**config.mk**
```make
export PLATFORM = sky130hd
export DESIGN_NAME = wire_adapter_descriptor_rom
export DESIGN_NICKNAME = d
export VERILOG_FILES = /design/src/wa_desc_pkg.sv /design/src/wa_desc_byte.sv /design/src/wire_adapter_descriptor_rom.sv
export VERILOG_INCLUDE_DIRS = /design/src
export SDC_FILE = /design/constraint.sdc
export NUM_CORES = 1
export LEC_CHECK = 0
export ABC_AREA = 1
export BUFFER_PORTS_ARGS = -buffer_cell sky130_fd_sc_hd__buf_2
export CAP_MARGIN = 20
export CORE_MARGIN = 4
export CORE_UTILIZATION = 54
export CTS_CLUSTER_DIAMETER = 200
export DETAILED_ROUTE_END_ITERATION = 10
export HOLD_SLACK_MARGIN = 0.05
export PLACE_DENSITY = 0.79
export RECOVER_POWER = 100
export SLEW_MARGIN = 20
export SYNTH_ARGS = -nofsm -noshare
export SYNTH_HDL_FRONTEND = slang
export SYNTH_SLANG_ARGS = --single-unit
export TNS_END_PERCENT = 5
```
**constraint.sdc**
```tcl
create_clock -name i_clk -period 1.9 [get_ports i_clk]
set_input_delay 0.38 -clock i_clk [delete_from_list [all_inputs] [get_ports i_clk]]
set_output_delay 0.38 -clock i_clk [all_outputs]
set_load 0.05 [all_outputs]
```
**src/wa_desc_defs.svh**
```systemverilog
// Constants for the wire adapter descriptor source.
`ifndef WA_DESC_DEFS_SVH
`define WA_DESC_DEFS_SVH
`define CLS_LEN            8'h0E
`define CLS_TYPE           8'h21
`define CLS_RELEASE_LO     8'h00
`define CLS_RELEASE_HI     8'h01
`define CLS_ATTR           8'h00
`define CLS_PWR_GOOD       8'h00
`define CLS_REMOVABLE      8'h00
`define EP_LEN             8'h07
`define EP_TYPE            8'h05
`define EP_ATTR_INTR       8'h03
`define EP_ATTR_BULK       8'h02
`define EP_NOTIFY_MPS_LO   8'h40
`define EP_NOTIFY_MPS_HI   8'h00
`define EP_NOTIFY_INTERVAL 8'h01
`define EP_BULK_INTERVAL   8'h00
`define OFS_LEN            4'h0
`define OFS_TYPE           4'h1
`define OFS_RELEASE_LO     4'h2
`define OFS_RELEASE_HI     4'h3
`define OFS_PORTS          4'h4
`define OFS_ATTR           4'h5
`define OFS_PIPES_LO       4'h6
`define OFS_PIPES_HI       4'h7
`define OFS_BLOCKS_LO      4'h8
`define OFS_BLOCKS_HI      4'h9
`define OFS_BLOCK_SIZE     4'hA
`define OFS_PWR_GOOD       4'hB
`define OFS_IE_COUNT       4'hC
`define OFS_REMOVABLE      4'hD
`define OFS_EP_ADDR        4'h2
`define OFS_EP_ATTR        4'h3
`define OFS_EP_MPS_LO      4'h4
`define OFS_EP_MPS_HI      4'h5
`define OFS_EP_INTERVAL    4'h6
`define IE_BLOCK_BYTES     255
`endif

```
**src/wa_desc_pkg.sv**
```systemverilog
// Types shared by the wire adapter descriptor source.
`default_nettype none
package wa_desc_pkg;
    typedef enum logic [1:0] {
        DESC_CLASS,
        DESC_NOTIFY,
        DESC_WRITE,
        DESC_READ
    } desc_sel_type;
endpackage : wa_desc_pkg
`default_nettype wire

```
**src/wa_desc_byte.sv**
```systemverilog
// Combinational lookup of one descriptor byte by selector and offset.
`default_nettype none
`include "wa_desc_defs.svh"
module wa_desc_byte #(
    parameter logic [7:0]  MAX_DEVICES  = 8'h01,
    parameter logic [15:0] PIPE_COUNT   = 16'h0001,
    parameter logic [15:0] BLOCK_TOTAL  = 16'h0001,
    parameter logic [7:0]  BLOCK_EXP    = 8'h0A,
    parameter logic [7:0]  IE_BLOCKS    = 8'h01,
    parameter logic [7:0]  NOTIFY_ADDR  = 8'h81,
    parameter logic [7:0]  WRITE_ADDR   = 8'h02,
    parameter logic [7:0]  READ_ADDR    = 8'h83,
    parameter logic [15:0] BULK_MPS     = 16'h0200
) (
    input  wire wa_desc_pkg::desc_sel_type i_sel,
    input  wire logic [3:0]                i_offset,
    output logic [7:0]                     o_byte,
    output logic [3:0]                     o_last
);
    always_comb begin
        o_byte = 8'h00;
        o_last = 4'(`EP_LEN - 8'h01);
        unique case (i_sel)
            wa_desc_pkg::DESC_CLASS: begin
                o_last = 4'(`CLS_LEN - 8'h01);
                unique case (i_offset)
                    `OFS_LEN:         o_byte = `CLS_LEN;
                    `OFS_TYPE:        o_byte = `CLS_TYPE;
                    `OFS_RELEASE_LO:  o_byte = `CLS_RELEASE_LO;
                    `OFS_RELEASE_HI:  o_byte = `CLS_RELEASE_HI;
                    `OFS_PORTS:       o_byte = MAX_DEVICES;
                    `OFS_ATTR:        o_byte = `CLS_ATTR;
                    `OFS_PIPES_LO:    o_byte = PIPE_COUNT[7:0];
                    `OFS_PIPES_HI:    o_byte = PIPE_COUNT[15:8];
                    `OFS_BLOCKS_LO:   o_byte = BLOCK_TOTAL[7:0];
                    `OFS_BLOCKS_HI:   o_byte = BLOCK_TOTAL[15:8];
                    `OFS_BLOCK_SIZE:  o_byte = BLOCK_EXP;
                    `OFS_PWR_GOOD:    o_byte = `CLS_PWR_GOOD;
                    `OFS_IE_COUNT:    o_byte = IE_BLOCKS;
                    `OFS_REMOVABLE:   o_byte = `CLS_REMOVABLE;
                    default:          o_byte = 8'h00;
                endcase
            end
            default: begin
                unique case (i_offset)
                    `OFS_LEN:         o_byte = `EP_LEN;
                    `OFS_TYPE:        o_byte = `EP_TYPE;
                    `OFS_EP_ADDR:     o_byte = (i_sel == wa_desc_pkg::DESC_NOTIFY) ? NOTIFY_ADDR :
                                               (i_sel == wa_desc_pkg::DESC_WRITE) ? WRITE_ADDR : READ_ADDR;
                    `OFS_EP_ATTR:     o_byte = (i_sel == wa_desc_pkg::DESC_NOTIFY) ?
                                               `EP_ATTR_INTR : `EP_ATTR_BULK;
                    `OFS_EP_MPS_LO:   o_byte = (i_sel == wa_desc_pkg::DESC_NOTIFY) ?
                                               `EP_NOTIFY_MPS_LO : BULK_MPS[7:0];
                    `OFS_EP_MPS_HI:   o_byte = (i_sel == wa_desc_pkg::DESC_NOTIFY) ?
                                               `EP_NOTIFY_MPS_HI : BULK_MPS[15:8];
                    `OFS_EP_INTERVAL: o_byte = (i_sel == wa_desc_pkg::DESC_NOTIFY) ?
                                               `EP_NOTIFY_INTERVAL : `EP_BULK_INTERVAL;
                    default:          o_byte = 8'h00;
                endcase
            end
        endcase
    end
endmodule : wa_desc_byte
`default_nettype wire

```
**src/wire_adapter_descriptor_rom.sv**
```systemverilog
// Streams the adapter class and endpoint descriptors one byte per handshake.
`default_nettype none
`include "wa_desc_defs.svh"
// Functional notes
// Class descriptor byte 1 is type 21H; byte 0 is its total length.
// Offsets 2 and 3 hold class release 0100H in BCD.
// Offset 4 gives maximum number of concurrently connected devices.
// Offset 5 attribute bitmap is reserved and always zero.
// Offsets 6 and 7 give the remote pipe count.
// Offsets 8 and 9 give total buffer blocks shared by all pipes.
// Offset 10 gives block size exponent; block holds two to n minus one bytes.
// Offset 11 power good delay is zero for a host side adapter.
// Offset 12 gives info element block count, legal from 1 to FFH.
// Each advertised info element block has at least 255 bytes of storage.
// Offset 13 removable bitmap is one byte, all zero.
// Notification endpoint attribute byte is 00000011b, interrupt.
// Notification endpoint maximum packet size is 40H.
// Notification endpoint polling interval is 1 frame or microframe.
// Notification endpoint carries device notifications, status and completions.
// Write endpoint is bulk, attribute 00000010b, interval 0.
// Read endpoint is bulk, attribute 00000010b, interval 0.
// Each endpoint descriptor is 7 bytes with type code 5.
// Multi-byte fields go low byte first; bytes stream in ascending offset.
module wire_adapter_descriptor_rom #(
    parameter logic [7:0]  MAX_DEVICES    = 8'h01,
    parameter logic [15:0] PIPE_COUNT     = 16'h0001,
    parameter logic [15:0] BLOCK_TOTAL    = 16'h0001,
    parameter logic [7:0]  BLOCK_EXP      = 8'h0A,
    parameter logic [7:0]  IE_BLOCKS      = 8'h01,
    parameter int          IE_BLOCK_STORE = 255,
    parameter logic [7:0]  NOTIFY_ADDR    = 8'h81,
    parameter logic [7:0]  WRITE_ADDR     = 8'h02,
    parameter logic [7:0]  READ_ADDR      = 8'h83,
    parameter logic [15:0] BULK_MPS       = 16'h0200
) (
    input  wire logic                      i_clk,
    input  wire logic                      i_reset,
    input  wire logic                      i_start,
    input  wire wa_desc_pkg::desc_sel_type i_sel,
    input  wire logic                      i_ready,
    output logic                           o_valid,
    output logic [7:0]                     o_data,
    output logic                           o_last,
    output logic                           o_busy
);
    // Parameter values that the descriptor may not advertise stop elaboration.
    if (IE_BLOCKS == 8'h00) begin : g_bad_ie_count
        $error("Info element block count must be 1 to FFH.");
    end
    if (IE_BLOCK_STORE < `IE_BLOCK_BYTES) begin : g_bad_ie_store
        $error("Info element block storage below 255 bytes.");
    end

    typedef enum logic [0:0] {
        IDLE,
        SEND
    } state_type;

    state_type                 state;
    wa_desc_pkg::desc_sel_type sel;
    logic [3:0]                offset;
    logic [7:0]                next_byte;
    logic [3:0]                last_offset;
    logic                      take;
    logic                      load;
    logic                      begin_req;

    wa_desc_byte #(
        .MAX_DEVICES (MAX_DEVICES),
        .PIPE_COUNT  (PIPE_COUNT),
        .BLOCK_TOTAL (BLOCK_TOTAL),
        .BLOCK_EXP   (BLOCK_EXP),
        .IE_BLOCKS   (IE_BLOCKS),
        .NOTIFY_ADDR (NOTIFY_ADDR),
        .WRITE_ADDR  (WRITE_ADDR),
        .READ_ADDR   (READ_ADDR),
        .BULK_MPS    (BULK_MPS)
    ) u_byte (
        .i_sel    (sel),
        .i_offset (offset),
        .o_byte   (next_byte),
        .o_last   (last_offset)
    );

    assign take   = o_valid && i_ready;
    assign o_busy = (state == SEND);
    assign begin_req = (state == IDLE) && i_start;
    assign load      = (state == SEND) && !o_valid;

    // Control state: a start is taken only while idle; the final take returns to idle.
    always_ff @(posedge i_clk) begin
        if (i_reset) begin
            state <= IDLE;
        end else begin
            unique case (state)
                IDLE: begin
                    if (i_start) begin
                        state <= SEND;
                    end
                end
                SEND: begin
                    if (take && o_last) begin
                        state <= IDLE;
                    end
                end
            endcase
        end
    end

    // The selector is latched with the start and held for the whole descriptor.
    always_ff @(posedge i_clk) begin
        if (i_reset) begin
            sel <= wa_desc_pkg::DESC_CLASS;
        end else if (begin_req) begin
            sel <= i_sel;
        end
    end

    // The offset restarts on each start taken while idle and steps by one for each byte taken except the final one.
    always_ff @(posedge i_clk) begin
        if (i_reset) begin
            offset <= `OFS_LEN;
        end else if (begin_req) begin
            offset <= `OFS_LEN;
        end else if (take && !o_last) begin
            offset <= offset + 4'h1;
        end
    end

    // A byte is offered one cycle after its offset settles and withdrawn once taken.
    always_ff @(posedge i_clk) begin
        if (i_reset) begin
            o_valid <= 1'b0;
        end else if (load) begin
            o_valid <= 1'b1;
        end else if (take) begin
            o_valid <= 1'b0;
        end
    end

    // The byte under the current offset is held in o_data while o_valid stands.
    always_ff @(posedge i_clk) begin
        if (i_reset) begin
            o_data <= 8'h00;
        end else if (load) begin
            o_data <= next_byte;
        end
    end

    // The final flag is loaded with its byte and held until that byte is taken.
    always_ff @(posedge i_clk) begin
        if (i_reset) begin
            o_last <= 1'b0;
        end else if (load) begin
            o_last <= (offset == last_offset);
        end
    end

    // Notifications, status and completions are produced elsewhere; this block
    // only advertises the interrupt endpoint that carries them.

    AST_CLASS_TYPE: assert property (@(posedge i_clk) disable iff (i_reset)
        take && sel == wa_desc_pkg::DESC_CLASS && offset == `OFS_TYPE |-> o_data == 8'h21)
        else $error("Class descriptor type byte wrong.");

    AST_CLASS_LEN: assert property (@(posedge i_clk) disable iff (i_reset)
        take && o_last && sel == wa_desc_pkg::DESC_CLASS |-> offset == 4'(`CLS_LEN - 8'h01))
        else $error("Class descriptor length mismatch.");

    AST_CLASS_LEN_BYTE: assert property (@(posedge i_clk) disable iff (i_reset)
        take && sel == wa_desc_pkg::DESC_CLASS && offset == `OFS_LEN |-> o_data == 8'h0E)
        else $error("Class descriptor length byte wrong.");

    AST_RELEASE: assert property (@(posedge i_clk) disable iff (i_reset)
        take && sel == wa_desc_pkg::DESC_CLASS && offset == `OFS_RELEASE_LO
        |-> o_data == 8'h00 ##1 (!take)[*1] ##1 (o_data == 8'h01))
        else $error("Release number bytes wrong.");

    AST_PORTS: assert property (@(posedge i_clk) disable iff (i_reset)
        take && sel == wa_desc_pkg::DESC_CLASS && offset == `OFS_PORTS |-> o_data == MAX_DEVICES)
        else $error("Device count byte wrong.");

    AST_ATTR_ZERO: assert property (@(posedge i_clk) disable iff (i_reset)
        take && sel == wa_desc_pkg::DESC_CLASS && (offset == `OFS_ATTR || offset == `OFS_PWR_GOOD
        || offset == `OFS_REMOVABLE) |-> o_data == 8'h00)
        else $error("Reserved class byte not zero.");

    AST_PIPES: assert property (@(posedge i_clk) disable iff (i_reset)
        take && sel == wa_desc_pkg::DESC_CLASS && offset == `OFS_PIPES_LO
        |-> o_data == PIPE_COUNT[7:0] ##2 o_data == PIPE_COUNT[15:8])
        else $error("Remote pipe count bytes wrong.");

    AST_BLOCKS: assert property (@(posedge i_clk) disable iff (i_reset)
        take && sel == wa_desc_pkg::DESC_CLASS && offset == `OFS_BLOCKS_LO
        |-> o_data == BLOCK_TOTAL[7:0] ##2 o_data == BLOCK_TOTAL[15:8])
        else $error("Buffer block total bytes wrong.");

    AST_BLOCK_EXP: assert property (@(posedge i_clk) disable iff (i_reset)
        take && sel == wa_desc_pkg::DESC_CLASS && offset == `OFS_BLOCK_SIZE |-> o_data == BLOCK_EXP)
        else $error("Block size exponent wrong.");

    AST_IE_NONZERO: assert property (@(posedge i_clk) disable iff (i_reset)
        take && sel == wa_desc_pkg::DESC_CLASS && offset == `OFS_IE_COUNT |-> o_data != 8'h00)
        else $error("Info element count is zero.");

    AST_REMOVABLE_LAST: assert property (@(posedge i_clk) disable iff (i_reset)
        take && sel == wa_desc_pkg::DESC_CLASS && offset == `OFS_REMOVABLE |-> o_last)
        else $error("Removable bitmap is not the single final byte.");

    AST_EP_LEN: assert property (@(posedge i_clk) disable iff (i_reset)
        take && o_last && sel != wa_desc_pkg::DESC_CLASS |-> offset == 4'(`EP_LEN - 8'h01))
        else $error("Endpoint descriptor length wrong.");

    AST_EP_LEN_BYTE: assert property (@(posedge i_clk) disable iff (i_reset)
        take && sel != wa_desc_pkg::DESC_CLASS && offset == `OFS_LEN |-> o_data == 8'h07)
        else $error("Endpoint length byte wrong.");

    AST_EP_TYPE: assert property (@(posedge i_clk) disable iff (i_reset)
        take && sel != wa_desc_pkg::DESC_CLASS && offset == `OFS_TYPE |-> o_data == 8'h05)
        else $error("Endpoint type byte wrong.");

    AST_EP_ATTR: assert property (@(posedge i_clk) disable iff (i_reset)
        take && offset == `OFS_EP_ATTR && sel == wa_desc_pkg::DESC_NOTIFY |-> o_data == 8'h03)
        else $error("Endpoint attribute byte wrong.");

    AST_BULK_ATTR: assert property (@(posedge i_clk) disable iff (i_reset)
        take && offset == `OFS_EP_ATTR && (sel == wa_desc_pkg::DESC_WRITE || sel == wa_desc_pkg::DESC_READ)
        |-> o_data == 8'h02)
        else $error("Bulk attribute byte wrong.");

    AST_NOTIFY_MPS: assert property (@(posedge i_clk) disable iff (i_reset)
        take && sel == wa_desc_pkg::DESC_NOTIFY && offset == `OFS_EP_MPS_LO |-> o_data == 8'h40)
        else $error("Notification packet size wrong.");

    AST_NOTIFY_MPS_HI: assert property (@(posedge i_clk) disable iff (i_reset)
        take && sel == wa_desc_pkg::DESC_NOTIFY && offset == `OFS_EP_MPS_HI |-> o_data == 8'h00)
        else $error("Notification packet size high byte wrong.");

    AST_INTERVAL: assert property (@(posedge i_clk) disable iff (i_reset)
        take && offset == `OFS_EP_INTERVAL && sel != wa_desc_pkg::DESC_CLASS
        |-> o_data == ((sel == wa_desc_pkg::DESC_NOTIFY) ? 8'h01 : 8'h00))
        else $error("Endpoint interval wrong.");

    AST_ASCEND: assert property (@(posedge i_clk) disable iff (i_reset)
        take && !o_last |=> offset == $past(offset) + 4'h1)
        else $error("Offset did not advance by one.");

    AST_HOLD: assert property (@(posedge i_clk) disable iff (i_reset)
        o_valid && !i_ready |=> o_valid && $stable(o_data))
        else $error("Byte dropped under back pressure.");

    AST_HOLD_LAST: assert property (@(posedge i_clk) disable iff (i_reset)
        o_valid && !i_ready |=> $stable(o_last))
        else $error("Final flag changed under back pressure.");

    AST_START_OFFER: assert property (@(posedge i_clk) disable iff (i_reset)
        !o_busy && i_start |=> o_busy && !o_valid ##1 o_valid && offset == `OFS_LEN)
        else $error("First byte not offered two cycles after start.");

    AST_GAP: assert property (@(posedge i_clk) disable iff (i_reset)
        take |=> !o_valid)
        else $error("Valid did not drop after a take.");

    AST_IDLE_QUIET: assert property (@(posedge i_clk) disable iff (i_reset)
        !o_busy |-> !o_valid)
        else $error("Byte offered while idle.");

    AST_END_IDLE: assert property (@(posedge i_clk) disable iff (i_reset)
        take && o_last |=> !o_busy)
        else $error("Busy did not fall after the final byte.");

    AST_REFUSED: assert property (@(posedge i_clk) disable iff (i_reset)
        o_busy |=> $stable(sel))
        else $error("Selector changed during a transfer.");

    COV_CLASS: cover property (@(posedge i_clk) take && o_last && sel == wa_desc_pkg::DESC_CLASS);
    COV_NOTIFY: cover property (@(posedge i_clk) take && o_last && sel == wa_desc_pkg::DESC_NOTIFY);
    COV_WRITE: cover property (@(posedge i_clk) take && o_last && sel == wa_desc_pkg::DESC_WRITE);
    COV_READ: cover property (@(posedge i_clk) take && o_last && sel == wa_desc_pkg::DESC_READ);
    COV_STALL: cover property (@(posedge i_clk) o_valid && !i_ready ##1 take);
endmodule : wire_adapter_descriptor_rom
`default_nettype wire
```
==> results.md, run 1 <==
Outcome:
- The flow ran to the end, and the final reports show no timing, DRC or antenna violations.

Drt:
- Across all layers, the routed design uses 960 vias.
- The routed design has approximately 2200 um of wire.
- In the routed design, unresolved DRC markers number 0.
- In this run the remaining antenna-violating nets after routing total 0.
- The detailed router finished its first iteration with 26 violations.
- The average vias per placed instance is approximately 5.0.
- In the final routed layout, each cell accounts on average for around 11 um.
- The detailed-router iteration count before antenna repair is 4.

Worst setup path:
- On the worst path, the slowest cell contributes a delay of roughly 500 ps.
- The worst setup path is launched from a flop.
- The required time of the critical path is roughly 1500 ps.
- The worst setup path is captured at an output port.
- The arrival time reported for the critical path endpoint is ~1200 ps.
- Counting cells, the worst reg-to-reg path comes to 8.
- Walking the worst path, the cells encountered are clkbuf_1.
- The slowest stage of the critical path belongs to the cell clkbuf_1.
- By startpoint and endpoint, the worst setup path is classified as flop to output port.
- The count of buffer and inverter cells on the critical path is 1.
- The end of the worst register-to-register path is o_data[0].
- The category of cells accounting for the largest share of critical-path delay is buffers and inverters.
- The worst register-to-register path begins at offset[0].
- The maximum fanout along the worst path is 4.
- The worst register-to-register path has a setup slack of ~460 ps.

Logic synthesis:
- The cell count after synthesis came out at around 150.
- For this run, the number of Yosys warnings is 0.
- The share of synthesized cell area in and, or, nand and nor gates is 34.9%.
- The synthesized area per cell is roughly 7.1 um^2.
- Summing the areas of all compound-gate instances in the mapped netlist gives 11.1% of the synthesized area.
- The cell area after technology mapping is between 1000 and 1500 um^2.
- Synthesis produced a netlist with a net count of about 160.
- For this run, the register share of the synthesized area comes to between 30% and 40%.
- Summing the areas of all fa, ha and maj instances in the mapped netlist gives 4.69% of the synthesized area.
- The synthesized-area fraction occupied by xor and xnor cells is 0%.
- The multiplexer share of the synthesized area is 0%.
- After synthesis, the largest family of logic cells by area is simple AND/OR/NAND/NOR gates.
- After synthesis the netlist holds a flip-flop and latch count of 20.
- The number of different library cells used by synthesis comes to 23.

Clocking:
- The number of H-tree branching levels is 1.
- The buffer depth of the longest clock path is 2.
- The number of clock buffers added by TritonCTS is 3.
- Counting every sink on the clock net gives 20.
- The number of gates given a new drive strength after cts is 0.
- The tree is rooted in a clkbuf_4.
- The clock-pin transition on the worst setup and hold timing paths is ~110 ps.
- Clock latency on the worst-skew pair, taken at its later pin, is 300 ps.
- The number of hold-repair buffers added at the cts stage is 0.
- The number of setup buffers added after CTS is 0.
- The TritonCTS clock tree is done.

Global routing:
- The first global-routing pass estimated 3740 um of wire.
- The initial antenna violation count is 0.
- The global router's overall resource usage is a little under a fifth.
- The number of global-route vias before repair is ~900.
- Entering global routing, the biggest net connects 13 pins.
- The global-route congestion overflow total is 0.

Cells and area:
- The core occupancy in the finished layout is 64.4%.
- The number of antenna diodes in the final layout is 0.
- In the final layout, the share of cells above drive strength 1 is 12.6%.
- The net total in the final layout is between 150 and 200.
- The area overhead of the layout relative to synthesis is 8.67%.

Timing:
- For the final routed database, the setup TNS stands at 0 ps.
- The worst-case setup margin in the final layout is approximately 290 ps.
- The post-route minimum period is 1610 ps.
- The final-report hold violation count is 0.
- Between clock sinks in the finished design, the worst skew comes to 3.08 ps.
- On the final layout, the worst hold slack is ~300 ps.
- The number of setup violations in the final report is 0.
- For this run, the top clock speed supported by timing is ~0.62 GHz.
- Setup repair after global routing left no endpoint under its margin.
- The number of max-slew violations in the final report was 0.
- The actual transition at the worst max-transition pin is slightly above 600 ps.
- The relative slew slack is between 50% and 60%.
- The share of the clock period used by the worst path is ~85%.

Min path:
- The class of the tightest hold or removal check is input pin to flop.
- The depth of the worst hold-timing path is 3.
- The startpoint of the most critical hold path is i_sel[1].
- The end of the worst hold path is sel[1].

Power and ir drop:
- In this run the power density over the cells is roughly 840 nW/um^2.
- The analysis attributes to cell leakage a power of about 0.55 nW.
- Total power for the finished layout comes to roughly 1 mW.
- The worst-case IR drop observed on VDD is 0.000538 V.

Die:
- The die span in y is between 50 and 60 um.
- The effective utilization at floorplan is between 50% and 60%.
- Measured along the x axis, the die boundary spans 52.5 um.
- The I/O pin count is 17.
- The total die area is between 2000 and 3000 um^2.
- The placement row count is 15.
- The core region is approximately 1800 um^2.

Placement:
- The HPWL reported at the end of detailed placement is between 1500 and 2000 um.
- The count of buffers added on input and output ports is 15.
- Routability-driven placement finished with a final weighted congestion of approximately 0.84.
- The worst setup slack before clock tree synthesis is approximately 560 ps.

Job:
- The max-cap check violation count is 0.
==> Yosys cell counts <==
cell      number  area [um^2]
nand3_2        1         10.0
buf_4          2         15.0
nor2_2         3         18.8
dfxtp_1       20          400
o21ai_1        2         10.0
nand3_4        1         17.5
inv_2          6         22.5
nand3_1       12         60.1
buf_6          1         11.3
inv_1         18         67.6
nor2_4         3         33.8
conb_1         1         3.75
nor2_1        11         41.3
nand2_2        6         37.5
o21ai_0        8         40.0
a21oi_1       10         50.1
a31oi_1        1         6.26
nand3b_1       1         7.51
nand4_1        3         18.8
o22ai_1        2         12.5
buf_2          1         5.00
ha_1           4         50.1
nand2_1       34          128
==> area by class of cell <==
class	instances	area, um^2
clock buffers	3	22.5
clock inverters	1	30.0
fillers	174	642
inverters	24	90.1
multi-input cells	103	515
flip-flops and latches	20	400
well taps	25	31.3
repair buffers	16	70.1
==> through the flow <==
step	cell area [um^2]	instances
global placement	1150	188
floorplan	1070	151
finish	1160	192
global route	1160	192
detailed placement	1150	188
CTS	1200	192
==> logic make-up after synthesis <==
kind of cell | Yosys count
DFF | 20
and+or+nand+nor | 75
adders and majority gates | 4
AOI/OAI and AO/OA | 23
buffers and inverters | 28
other | 1
==> power by group <==
group	switching, mW	internal (mW)	leakage [nW]
clock	0.132	0.213	0.0279
sequential	0.0153	0.443	0.163
combinational	0.127	0.0412	0.357
total	0.274	0.697	0.549
==> worst register-to-register path, cell delays in order, from the launching register on <==
cell and delay [ps]:
dfxtp_1 440, inv_1 120, ha_1 240, o21ai_0 240, nand2_1 80, inv_1 50, nand2_1 40, nand3_1 60
a21oi_1 60
==> layer usage <==
metal  track usage (%)  vias up  routed length, um
met4              9.36        0                 48
met1              20.5      422                977
met2              33.5       22               1060
met3              2.85        5                 94
met5                 0        -                  0
li1                  -      511                  -
==> placed cells by master (no fill, tap or decap) <==
| cell | count |
|---|---|
| nand2_1 | 37 |
| dfxtp_1 | 20 |
| inv_1 | 19 |
| nand3_1 | 14 |
| nor2_1 | 13 |
| a21oi_1 | 10 |
| clkbuf_1 | 10 |
| o21ai_0 | 9 |
| buf_2 | 5 |
| inv_2 | 4 |
| ha_1 | 4 |
| nor2_4 | 3 |
| nand2_2 | 3 |
| nand4_1 | 3 |
| clkbuf_4 | 3 |
| o22ai_1 | 2 |
| nor2_2 | 1 |
| clkinv_1 | 1 |
| nand3b_1 | 1 |
| a31oi_1 | 1 |
| o21ai_1 | 1 |
| conb_1 | 1 |
| bufinv_16 | 1 |
| buf_4 | 1 |
==> how the worst max path moves through the flow <==
stage                          from  cells after the start  endpoint
after floorplan             o_valid                      9      flop
after global placement    offset[0]                      7      flop
after detailed placement  offset[0]                      7      flop
after CTS                    o_last                      1    o_last
after global routing         o_last                      1    o_last
final                        o_last                      1    o_last
Note: power is estimated with default switching activity, not from simulation.
==> run 2, diff against run 1 <==
==> constraint.sdc (replaced) <==
create_clock -name i_clk -period 1.5 [get_ports i_clk]
set_input_delay 0.3 -clock i_clk [delete_from_list [all_inputs] [get_ports i_clk]]
set_output_delay 0.3 -clock i_clk [all_outputs]
set_load 0.05 [all_outputs]
==> results.md, run 2 (synthesized netlist as in run 1, its figures left out) <==
Outcome:
- The run finished with clean final reports.

Power and ir drop:
- The clock share of power is a little over a third.
- For this design the total switching power over the nets is around 0.35 mW.
- In this run switching power makes up between 20% and 30% of total power.
- The internal portion of the total power is 0.893 mW.
- After layout, the design draws a total of between 1 and 1.5 mW.
- The maximum vdd drop is 0.000581 V.
- The share of total power dissipated in sequential elements is ~47%.
- Of the total power, combinational logic draws approximately 19%.
- For this design the static power due to leakage is roughly 0.6 nW.
- The power per unit of standard cell area is a little over 1000 nW/um^2.

Drt:
- After detailed routing, the average wire length per cell comes to 11.3 um.
- The residual antenna-violating net count after detailed routing is 0.
- The detailed-router iteration count before antenna repair is 4.
- Summing over every cut layer, the via total after detailed routing is approximately 990.
- In this run, the number of DRC markers left after iteration 0 of detailed routing was 34.
- The average vias per placed instance is 5.07.
- The final layout contains routed wiring with a total length of 2210 um.
- The number of design rule violations left after detail routing is 0.

Job:
- Max-cap violations in this run came to 0.

Die:
- The die is roughly 52 um tall.
- The effective utilization at floorplan is about 60%.
- The core outline area is 1800 um^2.
- The die covers 2750 um^2.
- The I/O pin count is 17.
- The placement row count is 15.
- The floorplan step set the die width to between 50 and 60 um.

Worst setup path:
- The sort of element at the start of the critical path is a flop.
- The worst reg-to-reg path cell count is 11.
- Of all nets on the critical path, the largest fanout is 4.
- In this design, the largest share of critical-path delay is due to flip-flops.
- The arrival time reported for the critical path endpoint is around 1100 ps.
- The slowest stage of the critical path is the dfxtp_1 cell.
- The longest individual stage delay on the worst path is ~440 ps.
- The kind of end point of the critical path is an output port.
- STA puts the critical path data required time at 1200 ps.
- The path type of the worst setup path is flop to output port.
- Walking the worst path, the cells encountered are clkbuf_2.
- The critical path depth is 1.
- The count of buffer and inverter cells on the critical path is 1.

Global routing:
- The wire length of the first global-routing pass is a little under 4000 um.
- The number of global-route vias before repair is 880.
- The pin count of the biggest net entering global routing is 13.
- The initial antenna violation count is 0.
- Summed over all layers, the global routing overflow is 0.
- The global router's overall resource usage is about a fifth.

Timing:
- The number of max-slew violations in the final report came to 0.
- After layout, the minimum clock period comes to between 1000 and 1500 ps.
- The share of the clock period used by the worst path is ~90%.
- Between clock sinks in the finished design, the worst skew comes to about 0.76 ps.
- The worst hold margin is roughly 220 ps.
- Adding up every negative setup slack in the final design gives 0 ps.
- The final-report hold violation count is 0.
- The number of setup violations in the final report is 0.
- The fmax is 0.738 GHz.
- Setup repair after global routing left no endpoint under its margin.

Clocking:
- In this run the deepest clock path goes through 2 buffers.
- After clock tree synthesis, the clock-pin slew on the worst setup and hold paths is 110 ps.
- Clock tree synthesis inserted a total of 3 buffers.
- CTS placed an instance of clkbuf_4 at the clock tree root.
- The number of H-tree branching levels is 1.
- The number of sinks handled by clock tree synthesis is 20.
- The number of setup buffers added after CTS is 0.
- The worst-skew pair later-pin latency is about 300 ps.
- The TritonCTS clock tree is done.

Placement:
- The HPWL reported at the end of detailed placement is around 1700 um.
- The final RePlAce weighted congestion is 0.878.
- Buffers placed on the I/O ports in this run total 15.

Cells and area:
- The number of antenna diodes in the final layout is 0.
- In the layout the commonest cells are nand2_1, inv_1, dfxtp_1.
- The share of final-layout standard cells stronger than drive strength 1 is around 24%.
- Leaving out fill and tap cells, the most frequent cell in the layout is nand2_1.
- The area overhead of the layout relative to synthesis is 14.2%.
- The core occupancy in the finished layout is about two thirds.
- The net total in the final layout is between 150 and 200.

Min path:
- The min-delay analysis places its worst path in the category input pin to flop.
- Counting instances, the worst hold path has a depth of 3.
==> run 2: layout make-up <==
cell class | instances | area, um^2
fillers | 165 | 583
inverters | 24 | 90.1
flip-flops and latches | 20 | 403
multi-input cells | 103 | 543
well taps | 25 | 31.3
repair buffers | 19 | 98.8
clock inverters | 1 | 30.0
clock buffers | 3 | 22.5
==> run 2: worst register-to-register path, stage by stage (launching register included) <==
cell	delay [ps]
dfxtp_2	360
ha_1	230
nand2_1	70
inv_1	40
nor2_1	80
nand2_1	50
nand2_1	80
nand2_2	80
nand2_1	90
inv_1	40
nand2_1	50
nand2_1	50
==> run 2: power by group through the flow <==
| stage | clock network (mW) | logic [mW] | registers, mW |
|---|---|---|---|
| final | 0.432 | 0.230 | 0.581 |
| after global routing | 0.467 | 0.254 | 0.586 |
| after CTS | 0.443 | 0.235 | 0.581 |
| after detailed placement | 0 | 0.234 | 0.593 |
| after global placement | 0 | 0.229 | 0.591 |
| after floorplan | 0 | 0.116 | 0.652 |
==> run 2: final timing paths <==
check	startpoint	to	slack, ps
min	i_sel[1]	sel[1]	220
max reg2reg	offset[0]	flop	180
max	o_last	o_last	140
min reg2reg	flop	o_data[5]	480
==> run 2: repair_timing <==
action                                  in CTS  in global routing
resized for setup                            0                  2
endpoints found under the setup margin       0                  1
hold buffers                                 0                  0
==> run 2: routing by layer <==
metal / share of wire [%] / GRT usage, %
met1: 44 / 22.8
met2: 50 / 34.1
met3: 4.9 / 2.56
met4: 0.86 / 5.11
met5: 0 / 0
==> run 2: through the flow <==
stage / setup WS (ps) / instances / area (um^2)
floorplan: 19.2 / 151 / 1070
global placement: 204 / 191 / 1170
detailed placement: 148 / 191 / 1170
CTS: 126 / 195 / 1220
global route: 6.91 / 195 / 1220
finish: 144 / 195 / 1220
==> run 3, diff against run 2 <==
--- a/config.mk
+++ b/config.mk
@@ -7,7 +7,7 @@
 export NUM_CORES = 1
 export LEC_CHECK = 0
 export ABC_AREA = 1
-export BUFFER_PORTS_ARGS = -buffer_cell sky130_fd_sc_hd__buf_2
+export BUFFER_PORTS_ARGS = -buffer_cell sky130_fd_sc_hd__buf_4
 export CAP_MARGIN = 20
 export CORE_MARGIN = 4
 export CORE_UTILIZATION = 54
==> results.md, run 3 (synthesized netlist as in run 1, its figures left out) <==
Global routing:
- The global-route congestion overflow total is 0.
- The pin count of the biggest net entering global routing is 13.
- The global routing met3 resource utilization is between 2 and 3%.
- The number of global-route vias before repair is about 890.
- The highest-utilization routing layer at the global route stage is met2.
- The global router's overall resource usage is a little under a fifth.
- The initial antenna violation count was 0.
- The wire length of the first global-routing pass is around 3700 um.
- In the global route stage, met2 resource usage came out at 30.4%.
- The met1 track demand over resource is between 20% and 30%.

Power and ir drop:
- Summed over all nets, the switching power comes to 0.364 mW.
- The switching power as a share of total power is 28.9%.
- Combinational logic is responsible for a little under a fifth of the overall power.
- The internal portion of the total power is about 0.9 mW.
- Power spread over the standard cell area amounts to between 1000 and 1500 nW/um^2.
- The clock network burns between 30% and 40% of the power.
- For this design the static power due to leakage is approximately 0.60 nW.
- The maximum vdd drop is roughly 0.00057 V.
- Per report_power, the sequential group accounts for a little under half of the total.

Timing:
- Hold is met by about 210 ps.
- Setup total negative slack on the finished layout was measured at 0 ps.
- Setup repair after global routing left no endpoint under its margin.
- Setup violations remaining at the end of the flow were counted as 0.
- The share of the clock period used by the worst path is ~90%.
- The number of max-slew violations in the final report is 0.
- Across the routed clock network, the largest skew measured is between 1 and 1.5 ps.
- The final-report hold violation count is 0.
- The post-route minimum period is 1360 ps.
- The fmax is 0.737 GHz.

Min path:
- The end of the worst hold path is sel[1].
- In this run the most critical hold path is launched from i_sel[1].
- Along the worst hold path, the cell count comes to 3.
- The class of the tightest hold or removal check is input pin to flop.

Cells and area:
- Leaving out fill and tap cells, the most frequent cell in the layout is nand2_1.
- The share of final-layout standard cells stronger than drive strength 1 is around a quarter.
- After the last flow step, the layout net total stands at 180.
- The repair_antennas step left the layout with diodes totalling 0.
- The library cells used most frequently in the layout, excluding fill and tap cells, are nand2_1, inv_1, dfxtp_1.
- The core occupancy in the finished layout is around two thirds.
- The area overhead of the layout relative to synthesis is 14.8%.
- The number of filler cells placed in the layout is 172.

Worst setup path:
- The critical path goes through clkbuf_2.
- The worst register-to-register path has a depth of 7.
- The worst setup path is launched from a flop.
- Among cell families on the critical path, the largest total delay comes from flip-flops.
- The critical path's slowest cell is dfxtp_1.
- The maximum fanout along the worst path is 4.
- Together, buffers and inverters on the worst path number 1.
- The worst-case register-to-register setup slack is approximately 160 ps.
- The reg-to-reg critical path startpoint is offset[0].
- The longest individual stage delay on the worst path is 440 ps.
- STA puts the critical path data arrival time at approximately 1100 ps.
- The kind of end point of the critical path is an output port.
- The path type of the worst setup path is flop to output port.
- The required time of the critical path is around 1200 ps.

Drt:
- The detailed router finished its first iteration with 37 violations.
- Using the TritonRoute via totals, the vias-per-cell ratio works out to about 5.0.
- Summing over every cut layer, the via total after detailed routing is a little under 1,000.
- The detail route stage leaves a number of antenna-violating nets equal to 0.
- For this run, design rule violations remaining after detail routing come to 0.
- The routed design has 2240 um of wire.
- The pre-antenna-repair detailed-routing pass consisted of 4 iterations.
- Dividing the detail-routed wire length by the instance count gives between 10 and 15 um.

Die:
- The die is between 50 and 60 um wide.
- The die span in y is between 50 and 60 um.
- The initial utilization of the core area, before any placement, comes to about three fifths.
- The floorplan step defined a die boundary enclosing roughly 2800 um^2.
- The placement row count is 15.
- Pin placement for this block handled 17 I/O pins.
- The total area inside the core boundary comes to 1800 um^2.

Job:
- The max-cap check violation count is 0.

Placement:
- Detailed placement ended at an HPWL of 1630 um.
- The final RePlAce weighted congestion is ~0.85.
- In this run the tool buffered the top-level ports with 15 buffer cells.

Clocking:
- The TritonCTS clock tree is done.
- For the worst-skew pair, the clock arrives at the later sink with an insertion delay of between 300 and 400 ps.
- In this run, CTS created clock tree buffers numbering 3.
- The number of sinks handled by clock tree synthesis is 20.
- The buffer depth of the longest clock path is 2.
- CTS placed an instance of clkbuf_4 at the clock tree root.
- Clock-pin slew was measured on the worst setup and hold paths at 120 ps.
- In this run the number of H-tree levels came out at 1.

Outcome:
- The run finished with clean final reports.
-- run 3: final cells by class --
type	instances	area (um^2)	share of cell area (%)
multi-input combinational	103	541	44.1
sequential	20	403	32.9
timing repair buffer	18	108	8.78
inverter	24	90.1	7.35
tap	25	31.3	2.55
clock inverter	1	30.0	2.45
clock buffer	3	22.5	1.84
-- run 3: layer usage --
layer  share of wire, %  vias to the layer above
li1                   -                      511
met1                 45                      418
met2                 48                       31
met3                5.0                        5
met4                2.1                        0
met5                  0                        -
-- run 3: worst min-delay path, delay by kind of cell --
kind	cells	cell delay (ps)
buf+inv	1	70
simple gates	2	110
-- run 3: worst max path at each step --
stage                     endpoint  slack, ps      start  depth (start not counted)
after floorplan               flop         20    o_valid                          9
after global routing          flop         30  offset[0]                          7
after detailed placement      flop        140  offset[0]                          7
after CTS                     flop        110  offset[0]                          7
final                       o_last        140     o_last                          1
after global placement        flop        200  offset[0]                          7
-- run 3: through the flow --
stage	power, mW	worst slack, ps	area [um^2]	std cells
floorplan	0.768	19.2	1070	151
global placement	0.834	202	1200	190
detailed placement	0.838	140	1200	190
CTS	1.28	110	1250	194
global route	1.31	26.1	1220	194
finish	1.26	142	1220	194
-- run 3: power by group through the flow --
stage | sequential, mW | clock [mW] | combinational, mW
2_1_floorplan | 0.652 | 0 | 0.116
5_1_grt | 0.586 | 0.465 | 0.256
4_1_cts | 0.582 | 0.450 | 0.245
6_report | 0.582 | 0.447 | 0.232
3_3_place_gp | 0.593 | 0 | 0.241
3_5_place_dp | 0.594 | 0 | 0.244
-- run 3: repair_timing --
item                                    4_1_cts  5_1_grt
buffers inserted                              0        0
hold buffers                                  0        0
endpoints found under the setup margin        0        4
resized for setup                             0        2
